### src/lia_pkg.sv
// constants, field layout and register map of the level interrupt block
// assumes an axi4-lite master and one 40 mhz system clock
package lia_pkg;
  // register byte offsets
  localparam logic [7:0] LIA_OFF_PEND = 8'h00;
  localparam logic [7:0] LIA_OFF_AND = 8'h04;
  localparam logic [7:0] LIA_OFF_EN = 8'h08;
  localparam logic [7:0] LIA_OFF_ASSIGN = 8'h0C;
  localparam logic [7:0] LIA_OFF_PCFG = 8'h10;
  localparam logic [7:0] LIA_OFF_EVT_STAT = 8'h14;
  localparam logic [7:0] LIA_OFF_EVT_CLR = 8'h18;
  localparam logic [7:0] LIA_OFF_EVT_EN = 8'h1C;
  // level field low bits, bus bit order (bus bits 31 and 15 unused)
  localparam int LIA_F_PIN0 = 26;
  localparam int LIA_F_PIN1 = 21;
  localparam int LIA_F_PIN2 = 16;
  localparam int LIA_F_PER0 = 10;
  localparam int LIA_F_PER1 = 5;
  localparam int LIA_F_TMR = 0;
  localparam logic [31:0] LIA_ASSIGN_MASK = 32'h7FFF_7FFF;
  // fixed levels of pins 3..7
  localparam logic [4:0] LIA_PIN_LVL [3:7] = '{5'h06, 5'h08, 5'h0A,
    5'h0C, 5'h0E};
  // peripheral multiplex modes
  typedef enum logic [1:0] {
    LIA_MUX_NONE = 2'b00,
    LIA_MUX_TWO = 2'b01,
    LIA_MUX_THREE = 2'b10,
    LIA_MUX_FOUR = 2'b11
  } lia_mux_t;
  localparam lia_mux_t LIA_MUX_RST = LIA_MUX_FOUR;
  // event status bits
  localparam int LIA_EVT_CORE = 0;
  localparam int LIA_EVT_TMR = 1;
  localparam int LIA_EVT_PIN = 2;
  localparam int LIA_EVT_W = 3;
  // axi responses
  localparam logic [1:0] LIA_RESP_OKAY = 2'b00;
  localparam logic [1:0] LIA_RESP_SLVERR = 2'b10;
endpackage

### src/lia_top.sv
// level interrupt aggregator with axi4-lite register slave
// assumes pins asynchronous, timer and peripheral lines on aclk
//
// Decided for this implementation: the address map and register access over AXI4-Lite.
`timescale 1ns/10ps
module lia_top
  import lia_pkg::*;
(
  // clock and reset
  input wire logic aclk,
  input wire logic aresetn,
  // axi4-lite write address and data
  input wire logic [7:0] s_axi_awaddr,
  input wire logic s_axi_awvalid,
  output logic s_axi_awready,
  input wire logic [31:0] s_axi_wdata,
  input wire logic [3:0] s_axi_wstrb,
  input wire logic s_axi_wvalid,
  output logic s_axi_wready,
  // axi4-lite write response
  output logic [1:0] s_axi_bresp,
  output logic s_axi_bvalid,
  input wire logic s_axi_bready,
  // axi4-lite read
  input wire logic [7:0] s_axi_araddr,
  input wire logic s_axi_arvalid,
  output logic s_axi_arready,
  output logic [31:0] s_axi_rdata,
  output logic [1:0] s_axi_rresp,
  output logic s_axi_rvalid,
  input wire logic s_axi_rready,
  // external request pins, active low
  input wire logic [7:0] irq_pin_n,
  // periodic timer
  input wire logic timer_zero,
  input wire logic timer_irq_en,
  // on-chip peripheral bus requests
  input wire logic [7:0] periph_irq,
  input wire logic [1:0] periph_sig,
  output logic [1:0] mux_phase_lines,
  // requests out
  output logic core_irq,
  output logic evt_irq
);
  typedef struct packed {
    logic [7:0] pin_s1;
    logic [7:0] pin_s2;
    logic [31:0] pend;
    logic [31:0] grp;
    logic [31:0] enable;
    logic [31:0] assign_r;
    lia_mux_t mux_mode;
    logic [1:0] phase;
    logic core_irq;
    logic [LIA_EVT_W-1:0] evt_stat;
    logic [LIA_EVT_W-1:0] evt_en;
    logic evt_irq;
    logic tmr_prev;
    logic pin_prev;
    logic aw_have;
    logic w_have;
    logic [7:0] awaddr;
    logic [31:0] wdata;
    logic [3:0] wstrb;
    logic awready;
    logic wready;
    logic bvalid;
    logic [1:0] bresp;
    logic arready;
    logic rvalid;
    logic [31:0] rdata;
    logic [1:0] rresp;
  } lia_state_t;

  // pins idle high in the sync stages, so no false edge after reset
  localparam lia_state_t LIA_RST = '{
    pin_s1: 8'hFF,
    pin_s2: 8'hFF,
    mux_mode: LIA_MUX_RST,
    awready: 1'b1,
    wready: 1'b1,
    arready: 1'b1,
    default: '0
  };

  lia_state_t q, n;
  logic [31:0] level_req;
  logic [7:0] pin_act;
  logic timer_req;

  // strobe merge of a write into an old word
  function automatic logic [31:0] lia_merge(input logic [31:0] old,
    input logic [31:0] data, input logic [3:0] strb);
    logic [31:0] r;
    r = old;
    for (int b = 0; b < 4; b++) begin
      if (strb[b]) begin
        r[8*b +: 8] = data[8*b +: 8];
      end
    end
    return r;
  endfunction

  // level index to bus bit order and back
  function automatic logic [31:0] lia_rev(input logic [31:0] v);
    return {<<{v}};
  endfunction

  // only the second sync stage is looked at
  assign pin_act = ~q.pin_s2;
  assign timer_req = timer_zero && timer_irq_en;

  lia_level_map u_map (
    .pin_act(pin_act),
    .timer_req(timer_req),
    .per_req(periph_sig),
    .assign_reg(q.assign_r),
    .level_req(level_req)
  );

  // next state
  always_comb begin
    logic [7:0] rd_addr;
    logic [31:0] clr;
    logic [LIA_EVT_W-1:0] evt_set;
    rd_addr = s_axi_araddr;
    clr = '0;
    evt_set = '0;
    n = q;
    // pin synchroniser
    n.pin_s1 = irq_pin_n;
    n.pin_s2 = q.pin_s1;
    // select lines walk the phases of the active mode
    if (q.phase >= q.mux_mode) begin
      n.phase = 2'b00;
    end else begin
      n.phase = q.phase + 2'b01;
    end
    // capture the group matching this phase, drop unused groups
    for (int g = 0; g < 4; g++) begin
      if (2'(g) == q.phase) begin
        n.grp[8*g +: 8] = periph_irq;
      end else if (2'(g) > q.mux_mode) begin
        n.grp[8*g +: 8] = 8'h00;
      end
    end
    // pending follows sources, no latching
    n.pend = level_req | q.grp;
    // core request from enabled pending levels
    n.core_irq = |(q.pend & q.enable);
    // events
    n.tmr_prev = timer_req;
    n.pin_prev = |pin_act;
    evt_set[LIA_EVT_CORE] = n.core_irq && !q.core_irq;
    evt_set[LIA_EVT_TMR] = timer_req && !q.tmr_prev;
    evt_set[LIA_EVT_PIN] = (|pin_act) && !q.pin_prev;
    // write address and data taken in either order
    if (q.awready && s_axi_awvalid) begin
      n.aw_have = 1'b1;
      n.awaddr = s_axi_awaddr;
    end
    if (q.wready && s_axi_wvalid) begin
      n.w_have = 1'b1;
      n.wdata = s_axi_wdata;
      n.wstrb = s_axi_wstrb;
    end
    if (q.bvalid && s_axi_bready) begin
      n.bvalid = 1'b0;
    end
    // write once both halves are held
    if (q.aw_have && q.w_have && !q.bvalid) begin
      n.aw_have = 1'b0;
      n.w_have = 1'b0;
      n.bvalid = 1'b1;
      n.bresp = LIA_RESP_OKAY;
      case (q.awaddr)
        LIA_OFF_EN: begin
          n.enable = lia_rev(lia_merge(lia_rev(q.enable), q.wdata,
            q.wstrb));
        end
        LIA_OFF_ASSIGN: begin
          n.assign_r = lia_merge(q.assign_r, q.wdata, q.wstrb) &
            LIA_ASSIGN_MASK;
        end
        LIA_OFF_PCFG: begin
          if (q.wstrb[0]) begin
            n.mux_mode = lia_mux_t'(q.wdata[1:0]);
          end
        end
        LIA_OFF_EVT_CLR: begin
          clr = lia_merge('0, q.wdata, q.wstrb);
        end
        LIA_OFF_EVT_EN: begin
          if (q.wstrb[0]) begin
            n.evt_en = q.wdata[LIA_EVT_W-1:0];
          end
        end
        LIA_OFF_PEND, LIA_OFF_AND, LIA_OFF_EVT_STAT: begin
          n.bresp = LIA_RESP_OKAY;
        end
        default: begin
          n.bresp = LIA_RESP_SLVERR;
        end
      endcase
    end
    // a lowered mode restarts the phase walk at once
    if (n.phase > n.mux_mode) begin
      n.phase = 2'b00;
    end
    // sticky events, a set beats a clear in the same cycle
    n.evt_stat = (q.evt_stat & ~clr[LIA_EVT_W-1:0]) | evt_set;
    n.evt_irq = |(q.evt_stat & q.evt_en);
    // read channel
    if (q.rvalid && s_axi_rready) begin
      n.rvalid = 1'b0;
    end
    if (q.arready && s_axi_arvalid) begin
      n.rvalid = 1'b1;
      n.rresp = LIA_RESP_OKAY;
      case (rd_addr)
        LIA_OFF_PEND: begin
          n.rdata = lia_rev(q.pend);
        end
        LIA_OFF_AND: begin
          n.rdata = lia_rev(q.pend & q.enable);
        end
        LIA_OFF_EN: begin
          n.rdata = lia_rev(q.enable);
        end
        LIA_OFF_ASSIGN: begin
          n.rdata = q.assign_r;
        end
        LIA_OFF_PCFG: begin
          n.rdata = {30'h0000_0000, q.mux_mode};
        end
        LIA_OFF_EVT_STAT: begin
          n.rdata = {29'h0000_0000, q.evt_stat};
        end
        LIA_OFF_EVT_EN: begin
          n.rdata = {29'h0000_0000, q.evt_en};
        end
        LIA_OFF_EVT_CLR: begin
          n.rdata = 32'h0000_0000;
        end
        default: begin
          n.rdata = 32'h0000_0000;
          n.rresp = LIA_RESP_SLVERR;
        end
      endcase
    end
    // readies held low while a transfer is owed
    n.awready = !n.aw_have && !n.bvalid;
    n.wready = !n.w_have && !n.bvalid;
    n.arready = !n.rvalid;
  end

  // state register; reset holds the phase at zero
  always_ff @(posedge aclk) begin
    if (!aresetn) begin
      q <= LIA_RST;
    end else begin
      q <= n;
    end
  end

  // outputs straight from flops
  assign s_axi_awready = q.awready;
  assign s_axi_wready = q.wready;
  assign s_axi_bvalid = q.bvalid;
  assign s_axi_bresp = q.bresp;
  assign s_axi_arready = q.arready;
  assign s_axi_rvalid = q.rvalid;
  assign s_axi_rdata = q.rdata;
  assign s_axi_rresp = q.rresp;
  assign mux_phase_lines = q.phase;
  assign core_irq = q.core_irq;
  assign evt_irq = q.evt_irq;

  logic en_wr_hit;
  assign en_wr_hit = q.aw_have && q.w_have && !q.bvalid &&
    q.awaddr == LIA_OFF_EN;
endmodule

### src/lia_level_map.sv
// maps pin, timer and periph_sig requests onto the 32-bit level vector; muxed periph_irq groups are added in lia_top
// assumes pin requests already synchronised and active high
`timescale 1ns/10ps
module lia_level_map
  import lia_pkg::*;
(
  // sources
  input wire logic [7:0] pin_act,
  input wire logic timer_req,
  input wire logic [1:0] per_req,
  // level fields, bus bit order
  input wire logic [31:0] assign_reg,
  // result, index is level
  output logic [31:0] level_req
);
  logic [4:0] f_pin0, f_pin1, f_pin2, f_per0, f_per1, f_tmr;

  // field extraction
  assign f_pin0 = assign_reg[LIA_F_PIN0 +: 5];
  assign f_pin1 = assign_reg[LIA_F_PIN1 +: 5];
  assign f_pin2 = assign_reg[LIA_F_PIN2 +: 5];
  assign f_per0 = assign_reg[LIA_F_PER0 +: 5];
  assign f_per1 = assign_reg[LIA_F_PER1 +: 5];
  assign f_tmr = assign_reg[LIA_F_TMR +: 5];

  // one or-term per source per level, no ranking between them
  for (genvar k = 0; k < 32; k++) begin : g_lvl
    localparam logic [4:0] K = 5'(k);
    assign level_req[k] =
      (pin_act[0] && f_pin0 == K) ||
      (pin_act[1] && f_pin1 == K) ||
      (pin_act[2] && f_pin2 == K) ||
      (per_req[0] && f_per0 == K) ||
      (per_req[1] && f_per1 == K) ||
      (timer_req && f_tmr == K) ||
      (pin_act[3] && LIA_PIN_LVL[3] == K) ||
      (pin_act[4] && LIA_PIN_LVL[4] == K) ||
      (pin_act[5] && LIA_PIN_LVL[5] == K) ||
      (pin_act[6] && LIA_PIN_LVL[6] == K) ||
      (pin_act[7] && LIA_PIN_LVL[7] == K);
  end
endmodule

### config.mk
export PLATFORM = sky130hd
export DESIGN_NAME = lia_top
export DESIGN_NICKNAME = d
export VERILOG_FILES = /design/src/lia_pkg.sv /design/src/lia_top.sv /design/src/lia_level_map.sv
export SDC_FILE = /design/constraint.sdc
export NUM_CORES = 1
export LEC_CHECK = 0
export ABC_AREA = 0
export BUFFER_PORTS_ARGS = -buffer_cell sky130_fd_sc_hd__buf_2
export CAP_MARGIN = 0
export CORE_ASPECT_RATIO = 1.5
export CORE_MARGIN = 4
export CORE_UTILIZATION = 24
export DETAILED_ROUTE_END_ITERATION = 16
export GPL_TIMING_DRIVEN = 0
export PLACE_DENSITY = 0.39
export SLEW_MARGIN = 0
export SYNTH_ARGS = -nofsm -noshare
export SYNTH_HDL_FRONTEND = slang
export SYNTH_SLANG_ARGS = --single-unit
### constraint.sdc
create_clock -name aclk -period 5.25 [get_ports aclk]
set_input_delay 1.05 -clock aclk [delete_from_list [all_inputs] [get_ports aclk]]
set_output_delay 1.05 -clock aclk [all_outputs]
set_load 0.005 [all_outputs]
==> run_results.csv, run 1 <==
group,metric,value,unit
power,ir_drop,0.2181,mV
clocking,cts_max_path_buffers,3,
grt,antenna_found_initial,1,
timing,fin_skew,0.01809,ns
timing,setup_tns,0,ns
run_status,run_status,"finished clean",
grt,met2_usage,0.3722,
drt,drt_first_pass_iters,8,
power,leakagePower,4.981,nW
synthesis,yosys_register_bits,241,
timing,timing.final.crit_share,0.5347,
floorplanning,rows,95,
finish,diodes,0,
grt,grt_max_degree,15,
grt,met1_usage,0.2042,
drt,wire_per_inst,23.35,µm
placement,io_buffers,120,
synthesis,synth_enable_flop_cells,0,
clocking,cts_inserted_buffers,26,
critical_path,ff2ff_setup_slack,2.63,ns
critical_path,crit_start,"s_axi_araddr[3]",
critical_path,ff2ff_path_depth,9,
floorplanning,die_area,0.04869,mm²
critical_path,end_kind,"flip-flop",
synthesis,yosysWarnings,0,
placement,place_hpwl,39160,µm
synthesis,synth.avg_cell_area,8.155,µm²
synthesis,syn_inst,1329,
worst_hold_path,hold_path_startpoint,"n[236]$_SDFF_PN1_",
timing,worst-slew-pin-transition,0.9200,ns
drt,antenna_left,0,
timing,relSlewSlack,0.3823,
power,seq_power_share,0.455,
timing,hold_viol,0,
synthesis,syn_area,0.01084,mm²
timing,min_period,2.807,ns
job,maxCapViolCount,0,
power,p_per_area,343.1,mW/mm²
clocking,post_cts_buffers,0,
clocking,cts_tree,"built",
grt,groute.usage.overall,0.1923,
timing,setup_viol,0,
clocking,cts_root_buf,"clkbuf_16",
clocking,hold_buffers,0,
grt,grt_pass1_wl,69390,µm
critical_path,critical_path_class,"input pin to flip-flop",
clocking,cts_sinks,241,
grt,grt_pass1_vias,10210,
critical_path,cp.required,5.70,ns
grt,gr-total-overflow,0,
critical_path,reg2reg_from,"q[78]$_SDFFE_PN0P_",
floorplanning,ios,124,
drt,wirelength,48500,µm
clocking,clk_latency,0.57,ns
critical_path,startpoint_type,"input pin",
floorplanning,dieHeight,268.3,µm
drt,vias_per_cell,4.962,
synthesis,yosysSeqAreaShare,0.4452,
timing,rsz0062_at_grt,"no",
floorplanning,die_w,181.5,µm
worst_hold_path,hp-class,"flip-flop to flip-flop",
clocking,clkTransAtPathRegs,0.06,ns
synthesis,ys_dominant_reg_cell,"dfxtp_1",
worst_hold_path,worstHoldPathCells,1,
power,switchingPower,1.241,mW
power,p_sw_frac,0.2774,
drt,num_vias,10310,
grt,grt_use_met3,0.01855,
power,finalPower,4.474,mW
power,p_int,3.233,mW
finish,final_nets,1565,
drt,drt_iter0_drc,655,
synthesis,synthArstFlopShare,0,
grt,grt-busiest-layer,"met2",
critical_path,r2r_end,"mux_phase_lines[0]$_SDFF_PP0_",
finish,areaGrowthSynthToFinish,20.32,%
finish,drive_gt1_frac,0.1559,
critical_path,arrival,3.26,ns
synthesis,ys_types,62,
worst_hold_path,worstHoldEndpoint,"q[236]$_SDFF_PN1_",
clocking,h-tree-depth,1,
power,p_comb_frac,0.125,
power,pwr-share-clk,0.420,
timing,maxSlewViolCount,0,
drt,drc,0,
timing,fmax,0.3562,GHz
clocking,cts_resized,0,
floorplanning,core_area,0.04469,mm²
floorplanning,start_util,0.2425,
critical_path,cp_max_fo,10,
placement,gp_congestion,0.9506,
how the worst max path moves through the flow:
stage | cells past startpoint | slack (ns) | endpoint
4_1_cts | 5 | 2.44 | q[199]$_SDFF_PN0_
2_1_floorplan | 7 | 2.63 | s_axi_rdata[24]$_SDFFE_PN0P_
3_3_place_gp | 5 | 1.88 | q[199]$_SDFF_PN0_
3_5_place_dp | 5 | 1.87 | q[199]$_SDFF_PN0_
5_1_grt | 5 | 2.41 | q[199]$_SDFF_PN0_
6_report | 7 | 2.44 | s_axi_rdata[1]$_SDFFE_PN0P_
Yosys cell counts (3+ instances only):
master,n,share of area
o31a_1,6,0.0048
inv_1,14,0.0048
buf_1,6,0.0021
a21oi_1,101,0.047
nand3_1,58,0.027
o31ai_2,7,0.0081
a221oi_1,22,0.018
nor2_1,139,0.048
o22ai_1,68,0.039
a2bb2oi_1,3,0.0024
mux2_2,3,0.0031
nor3_1,15,0.0069
o31ai_1,19,0.013
o21ai_0,57,0.026
nand4b_1,5,0.0040
nor4_1,3,0.0017
buf_4,38,0.026
a31oi_1,8,0.0046
or2_2,4,0.0023
ha_1,8,0.0092
a22o_1,8,0.0065
nand2b_1,43,0.025
and2_1,10,0.0058
a211oi_1,9,0.0062
clkbuf_1,76,0.026
mux2i_1,37,0.034
a22oi_1,15,0.010
o22a_1,3,0.0024
nor3b_1,18,0.012
dfxtp_1,241,0.45
nand4_1,6,0.0035
nand2_1,210,0.073
o32ai_1,5,0.0040
nor2b_1,22,0.013
nand3b_1,6,0.0042
worst max-delay path: stages:
cell and delay [ns]:
buf_2 0.23, clkbuf_1 0.63, mux2i_1 0.67, o2bb2ai_1 0.18, a32oi_1 0.16, o21ai_0 0.12
a22o_1 0.21
area by class of cell:
type,instances,area (µm²)
Multi-Input combinational cell,949,5330
Tap cell,582,728.2
Clock inverter,9,101.3
Sequential cell,241,4825
Inverter,15,56.30
Fill cell,4983,31650
Clock buffer,36,768.2
Buffer,125,630.6
Timing Repair Buffer,120,600.6
through the flow:
step                      worst slack, ns  std cells  hold slack, ns  utilization  area, µm²
after floorplan                     2.630       1330          0.3863            -      10840
after global placement              1.878       2032          0.3935       0.2723      12170
after detailed placement            1.871       2032          0.3965       0.2723      12170
after CTS                           2.444       2077          0.4119       0.2918      13040
after global routing                2.409       2077          0.4277       0.2918      13040
final                               2.443       2077          0.4078       0.2918      13040
logic make-up after synthesis:
family,count (synthesis),share of synthesized area
simple gates,555,0.2396
compound gates,343,0.2042
flops,241,0.4452
buf+inv,140,0.06338
mux,40,0.03729
fa+ha+maj,8,0.009236
other cells,1,0.0003460
xor+xnor,1,0.0008083
registers in the layout, indices dropped and copies added (netlist names):
name,flops
q,190
s_axi_rdata,32
n,8
mux_phase_lines,2
core_irq,1
evt_irq,1
s_axi_arready,1
s_axi_awready,1
s_axi_bresp,1
s_axi_bvalid,1
s_axi_rresp,1
s_axi_rvalid,1
s_axi_wready,1
layout by cell type (no fill, tap or decap), types with 9 or more instances in the layout:
| cell type | netlist | final |
|---|---|---|
| a211oi_1 | 9 | 9 |
| a21oi_1 | 101 | 101 |
| a221oi_1 | 22 | 22 |
| a22oi_1 | 15 | 15 |
| and2_1 | 10 | 10 |
| buf_2 | 2 | 122 |
| buf_4 | 38 | 38 |
| clkbuf_1 | 76 | 78 |
| clkbuf_16 | 0 | 26 |
| dfxtp_1 | 241 | 241 |
| inv_1 | 14 | 14 |
| mux2i_1 | 37 | 37 |
| nand2_1 | 210 | 210 |
| nand2b_1 | 43 | 43 |
| nand3_1 | 58 | 58 |
| nor2_1 | 139 | 139 |
| nor2b_1 | 22 | 22 |
| nor3_1 | 15 | 15 |
| nor3b_1 | 18 | 18 |
| o21ai_0 | 57 | 57 |
| o22ai_1 | 68 | 68 |
| o31ai_1 | 19 | 19 |
per-layer routing:
layer  wire (µm)  share of wire
met5           0              0
met4        3018          0.062
met3        1719          0.035
met2       25870           0.53
met1       17900           0.37
power groups by stage:
stage          registers [mW]  clock network [mW]  logic (mW)
2_1_floorplan            2.03                   0       0.370
3_3_place_gp             2.07                   0       0.563
3_5_place_dp             2.08                   0       0.566
4_1_cts                  2.04                1.93       0.568
5_1_grt                  2.05                2.00       0.627
6_report                 2.04                1.88       0.560
Note: power is estimated with default switching activity, not from simulation.
==> run 2, diff against run 1 <==
--- a/config.mk
+++ b/config.mk
@@ -5,7 +5,7 @@
 export SDC_FILE = /design/constraint.sdc
 export NUM_CORES = 1
 export LEC_CHECK = 0
-export ABC_AREA = 0
+export ABC_AREA = 1
 export BUFFER_PORTS_ARGS = -buffer_cell sky130_fd_sc_hd__buf_2
 export CAP_MARGIN = 0
 export CORE_ASPECT_RATIO = 1.5
@@ -13,7 +13,7 @@
 export CORE_UTILIZATION = 24
 export DETAILED_ROUTE_END_ITERATION = 16
 export GPL_TIMING_DRIVEN = 0
-export PLACE_DENSITY = 0.39
+export PLACE_DENSITY = 0.38
 export SLEW_MARGIN = 0
 export SYNTH_ARGS = -nofsm -noshare
 export SYNTH_HDL_FRONTEND = slang
==> constraint.sdc (replaced) <==
create_clock -name aclk -period 2.7 [get_ports aclk]
set_input_delay 0.54 -clock aclk [delete_from_list [all_inputs] [get_ports aclk]]
set_output_delay 0.54 -clock aclk [all_outputs]
set_load 0.005 [all_outputs]
==> run_results.csv, run 2 <==
group,metric,value,unit
run_status,run_status,"finished clean",
synthesis,yosysSeqAreaShare,0.4161,
critical_path,cp_slowest_cell,"nor3_1",
placement,place_hpwl,44550,µm
drt,wirelength,54100,µm
clocking,clk_latency,0.57,ns
grt,grt_pass1_wl,77040,µm
grt,grt_use_met3,0.01929,
finish,layout.cells.non_filler,2449,
worst_hold_path,hold_path_startpoint,"irq_pin_n[6]",
synthesis,syn_inst,1681,
placement,dp_cells,2402,
synthesis,yosysWarnings,0,
worst_hold_path,worstHoldEndpoint,"n[235]$_SDFF_PN1_",
grt,gr-total-overflow,0,
synthesis,synthArstFlopShare,0,
drt,drt_iter0_drc,781,
grt,grt-busiest-layer,"met2",
critical_path,end_kind,"flip-flop",
critical_path,reg2reg_from,"q[110]$_SDFFE_PN0P_",
finish,final_nets,1918,
critical_path,r2r_end,"q[204]$_SDFF_PN0_",
finish,final_cell_mix,"nand2_1 (323), nor2_1 (257), dfxtp_1 (241)",
synthesis,yosys.area.top_type_share,0.4161,
drt,wire_per_inst,22.09,µm
critical_path,cp.required,3.05,ns
synthesis,synth_top_cell_by_area,"dfxtp_1",
critical_path,cp_max_fo,10,
timing,hold_viol,0,
timing,worst-slew-pin-transition,1.128,ns
critical_path,worstPathCellList,"inv_1, nand2_1, clkbuf_1, o21ai_0, nor3_1, a21oi_1",
timing,rsz0062_at_grt,"no",
synthesis,yosysMostFrequentCell,"nand2_1",
floorplanning,die_w,187.5,µm
floorplanning,die_area,0.05197,mm²
finish,areaGrowthSynthToFinish,19.63,%
clocking,cts_max_path_buffers,3,
worst_hold_path,worstHoldPathCells,2,
timing,relSlewSlack,0.2483,
grt,groute.usage.overall,0.1999,
clocking,cts_root_buf,"clkbuf_16",
floorplanning,rows,98,
placement,io_buffers,120,
drt,vias_per_cell,4.719,
critical_path,max_stage_delay,0.68,ns
drt,antenna_left,0,
floorplanning,core_area,0.04770,mm²
finish,regMostFlops,"q",
clocking,hold_buffers,0,
finish,final_common_cell,"nand2_1",
critical_path,arrival,2.89,ns
synthesis,synth.avg_cell_area,6.898,µm²
critical_path,ff2ff_setup_slack,0.16,ns
timing,timing.final.crit_share,0.9420,
drt,num_vias,11560,
finish,drive_gt1_frac,0.1525,
power,leakagePower,5.410,nW
synthesis,synthTopCellsByCount,"nand2_1 (323), nor2_1 (257), dfxtp_1 (241), o21ai_0 (154), inv_1 (148)",
synthesis,synth.top_cells.by_area,"dfxtp_1 (42%), nand2_1 (10%), nor2_1 (8.3%)",
grt,antenna_found_initial,1,
floorplanning,start_util,0.2431,
grt,grt_max_degree,14,
synthesis,syn_area,0.01159,mm²
clocking,cts_sinks,241,
critical_path,startpoint_type,"flip-flop",
clocking,cts_inserted_buffers,27,
placement,gp_congestion,0.9579,
timing,min_period,2.544,ns
timing,fmax,0.3932,GHz
critical_path,ff2ff_path_depth,6,
power,p_per_area,659.3,mW/mm²
synthesis,ys_dominant_reg_cell,"dfxtp_1",
power,ir_drop,0.4238,mV
floorplanning,dieHeight,277.2,µm
grt,met2_usage,0.3647,
grt,met1_usage,0.2276,
timing,setup_viol,0,
clocking,cts_tree,"built",
worst_hold_path,hp-class,"input pin to flip-flop",
synthesis,ys_types,40,
finish,largest_register_ffs,190,
critical_path,critical_path_class,"flip-flop to flip-flop",
finish,diodes,0,
clocking,h-tree-depth,1,
timing,fin_skew,0.03513,ns
synthesis,yosys_register_bits,241,
synthesis,synth_enable_flop_cells,0,
drt,drt_first_pass_iters,5,
timing,whs,0.1588,ns
floorplanning,ios,124,
timing,maxSlewViolCount,0,
clocking,clkTransAtPathRegs,0.06,ns
drt,drc,0,
grt,grt_pass1_vias,11470,
job,maxCapViolCount,0,
run 2: changes by cell type after synthesis, sizes merged, moves of 19 or more:
| cell | delta |
|---|---|
| o31ai | -24 |
| o22ai | -19 |
| mux2i | -37 |
| a21oi | +34 |
| nor2 | +128 |
| clkbuf | -28 |
| a221oi | -22 |
| nand2b | -43 |
| nand2 | +122 |
| inv | +138 |
| nor2b | -22 |
| o21ai | +137 |
run 2: per-layer routing:
layer  up-vias  wire [µm]
met5         -          0
met4         0       3390
met3        89       2163
met2       330      27570
met1      5333      20970
li1       5804          -
run 2: timing repair:
action	4_1_cts	5_1_grt
setup endpoints to repair	0	1
setup buffers	0	0
gates resized for setup	0	3
run 2: cell type report:
| cell class | instances | area, µm² |
|---|---|---|
| Inverter | 157 | 594.3 |
| Clock inverter | 8 | 122.6 |
| Tap cell | 600 | 750.7 |
| Multi-Input combinational cell | 1170 | 5549 |
| Timing Repair Buffer | 120 | 600.6 |
| Buffer | 114 | 638.1 |
| Clock buffer | 39 | 790.8 |
| Fill cell | 5387 | 33830 |
| Sequential cell | 241 | 4825 |
run 2: report_power, final:
| group | internal [mW] | switching [mW] | total (mW) | leakage, nW |
|---|---|---|---|---|
| logic | 0.396 | 0.802 | 1.20 | 2.99 |
| clock network | 2.31 | 1.57 | 3.88 | 0.452 |
| registers | 3.83 | 0.236 | 4.07 | 1.97 |
| total | 6.53 | 2.61 | 9.14 | 5.41 |
run 2: critical path: cells and delay by family (launching register included):
kind | cells | cell delay, ns
AOI/OAI and AO/OA | 2 | 0.53
buffers and inverters | 2 | 0.56
DFF | 1 | 0.40
and+or+nand+nor | 2 | 0.86
run 2: worst max-delay path by stage:
stage,start,end,slack [ns],cells after the start
after detailed placement,aresetn,q[228]$_SDFF_PN0_,-0.16,5
after global placement,aresetn,q[228]$_SDFF_PN0_,-0.20,5
final,q[110]$_SDFFE_PN0P_,q[204]$_SDFF_PN0_,0.16,6
after floorplan,q[100]$_SDFF_PN1_,mux_phase_lines[1]$_SDFF_PP0_,0.73,12
after global routing,s_axi_bvalid$_SDFF_PN0_,mux_phase_lines[1]$_SDFF_PP0_,0.11,14
after CTS,s_axi_bvalid$_SDFF_PN0_,mux_phase_lines[1]$_SDFF_PP0_,0.08,14
run 2: metrics by stage:
stage | setup slack, ns | power, mW | cell area [µm²] | util | setup TNS, ns
after floorplan | 0.7278 | 4.755 | 11600 | - | 0
after global placement | -0.2001 | 5.359 | 12950 | 0.2715 | -0.9771
after detailed placement | -0.1643 | 5.356 | 12950 | 0.2715 | -0.9018
after CTS | 0.08019 | 9.287 | 13860 | 0.2906 | 0
after global routing | 0.1110 | 9.546 | 13870 | 0.2908 | 0
final | 0.1565 | 9.144 | 13870 | 0.2908 | 0
run 2: cells by family after synthesis:
family | synth area share
flip-flops | 0.4161
buffers and inverters | 0.1062
other | 0.0003234
adder cells (fa/ha/maj) | 0.008633
AND/OR/NAND/NOR | 0.2625
AO/OA/AOI/OAI | 0.2062
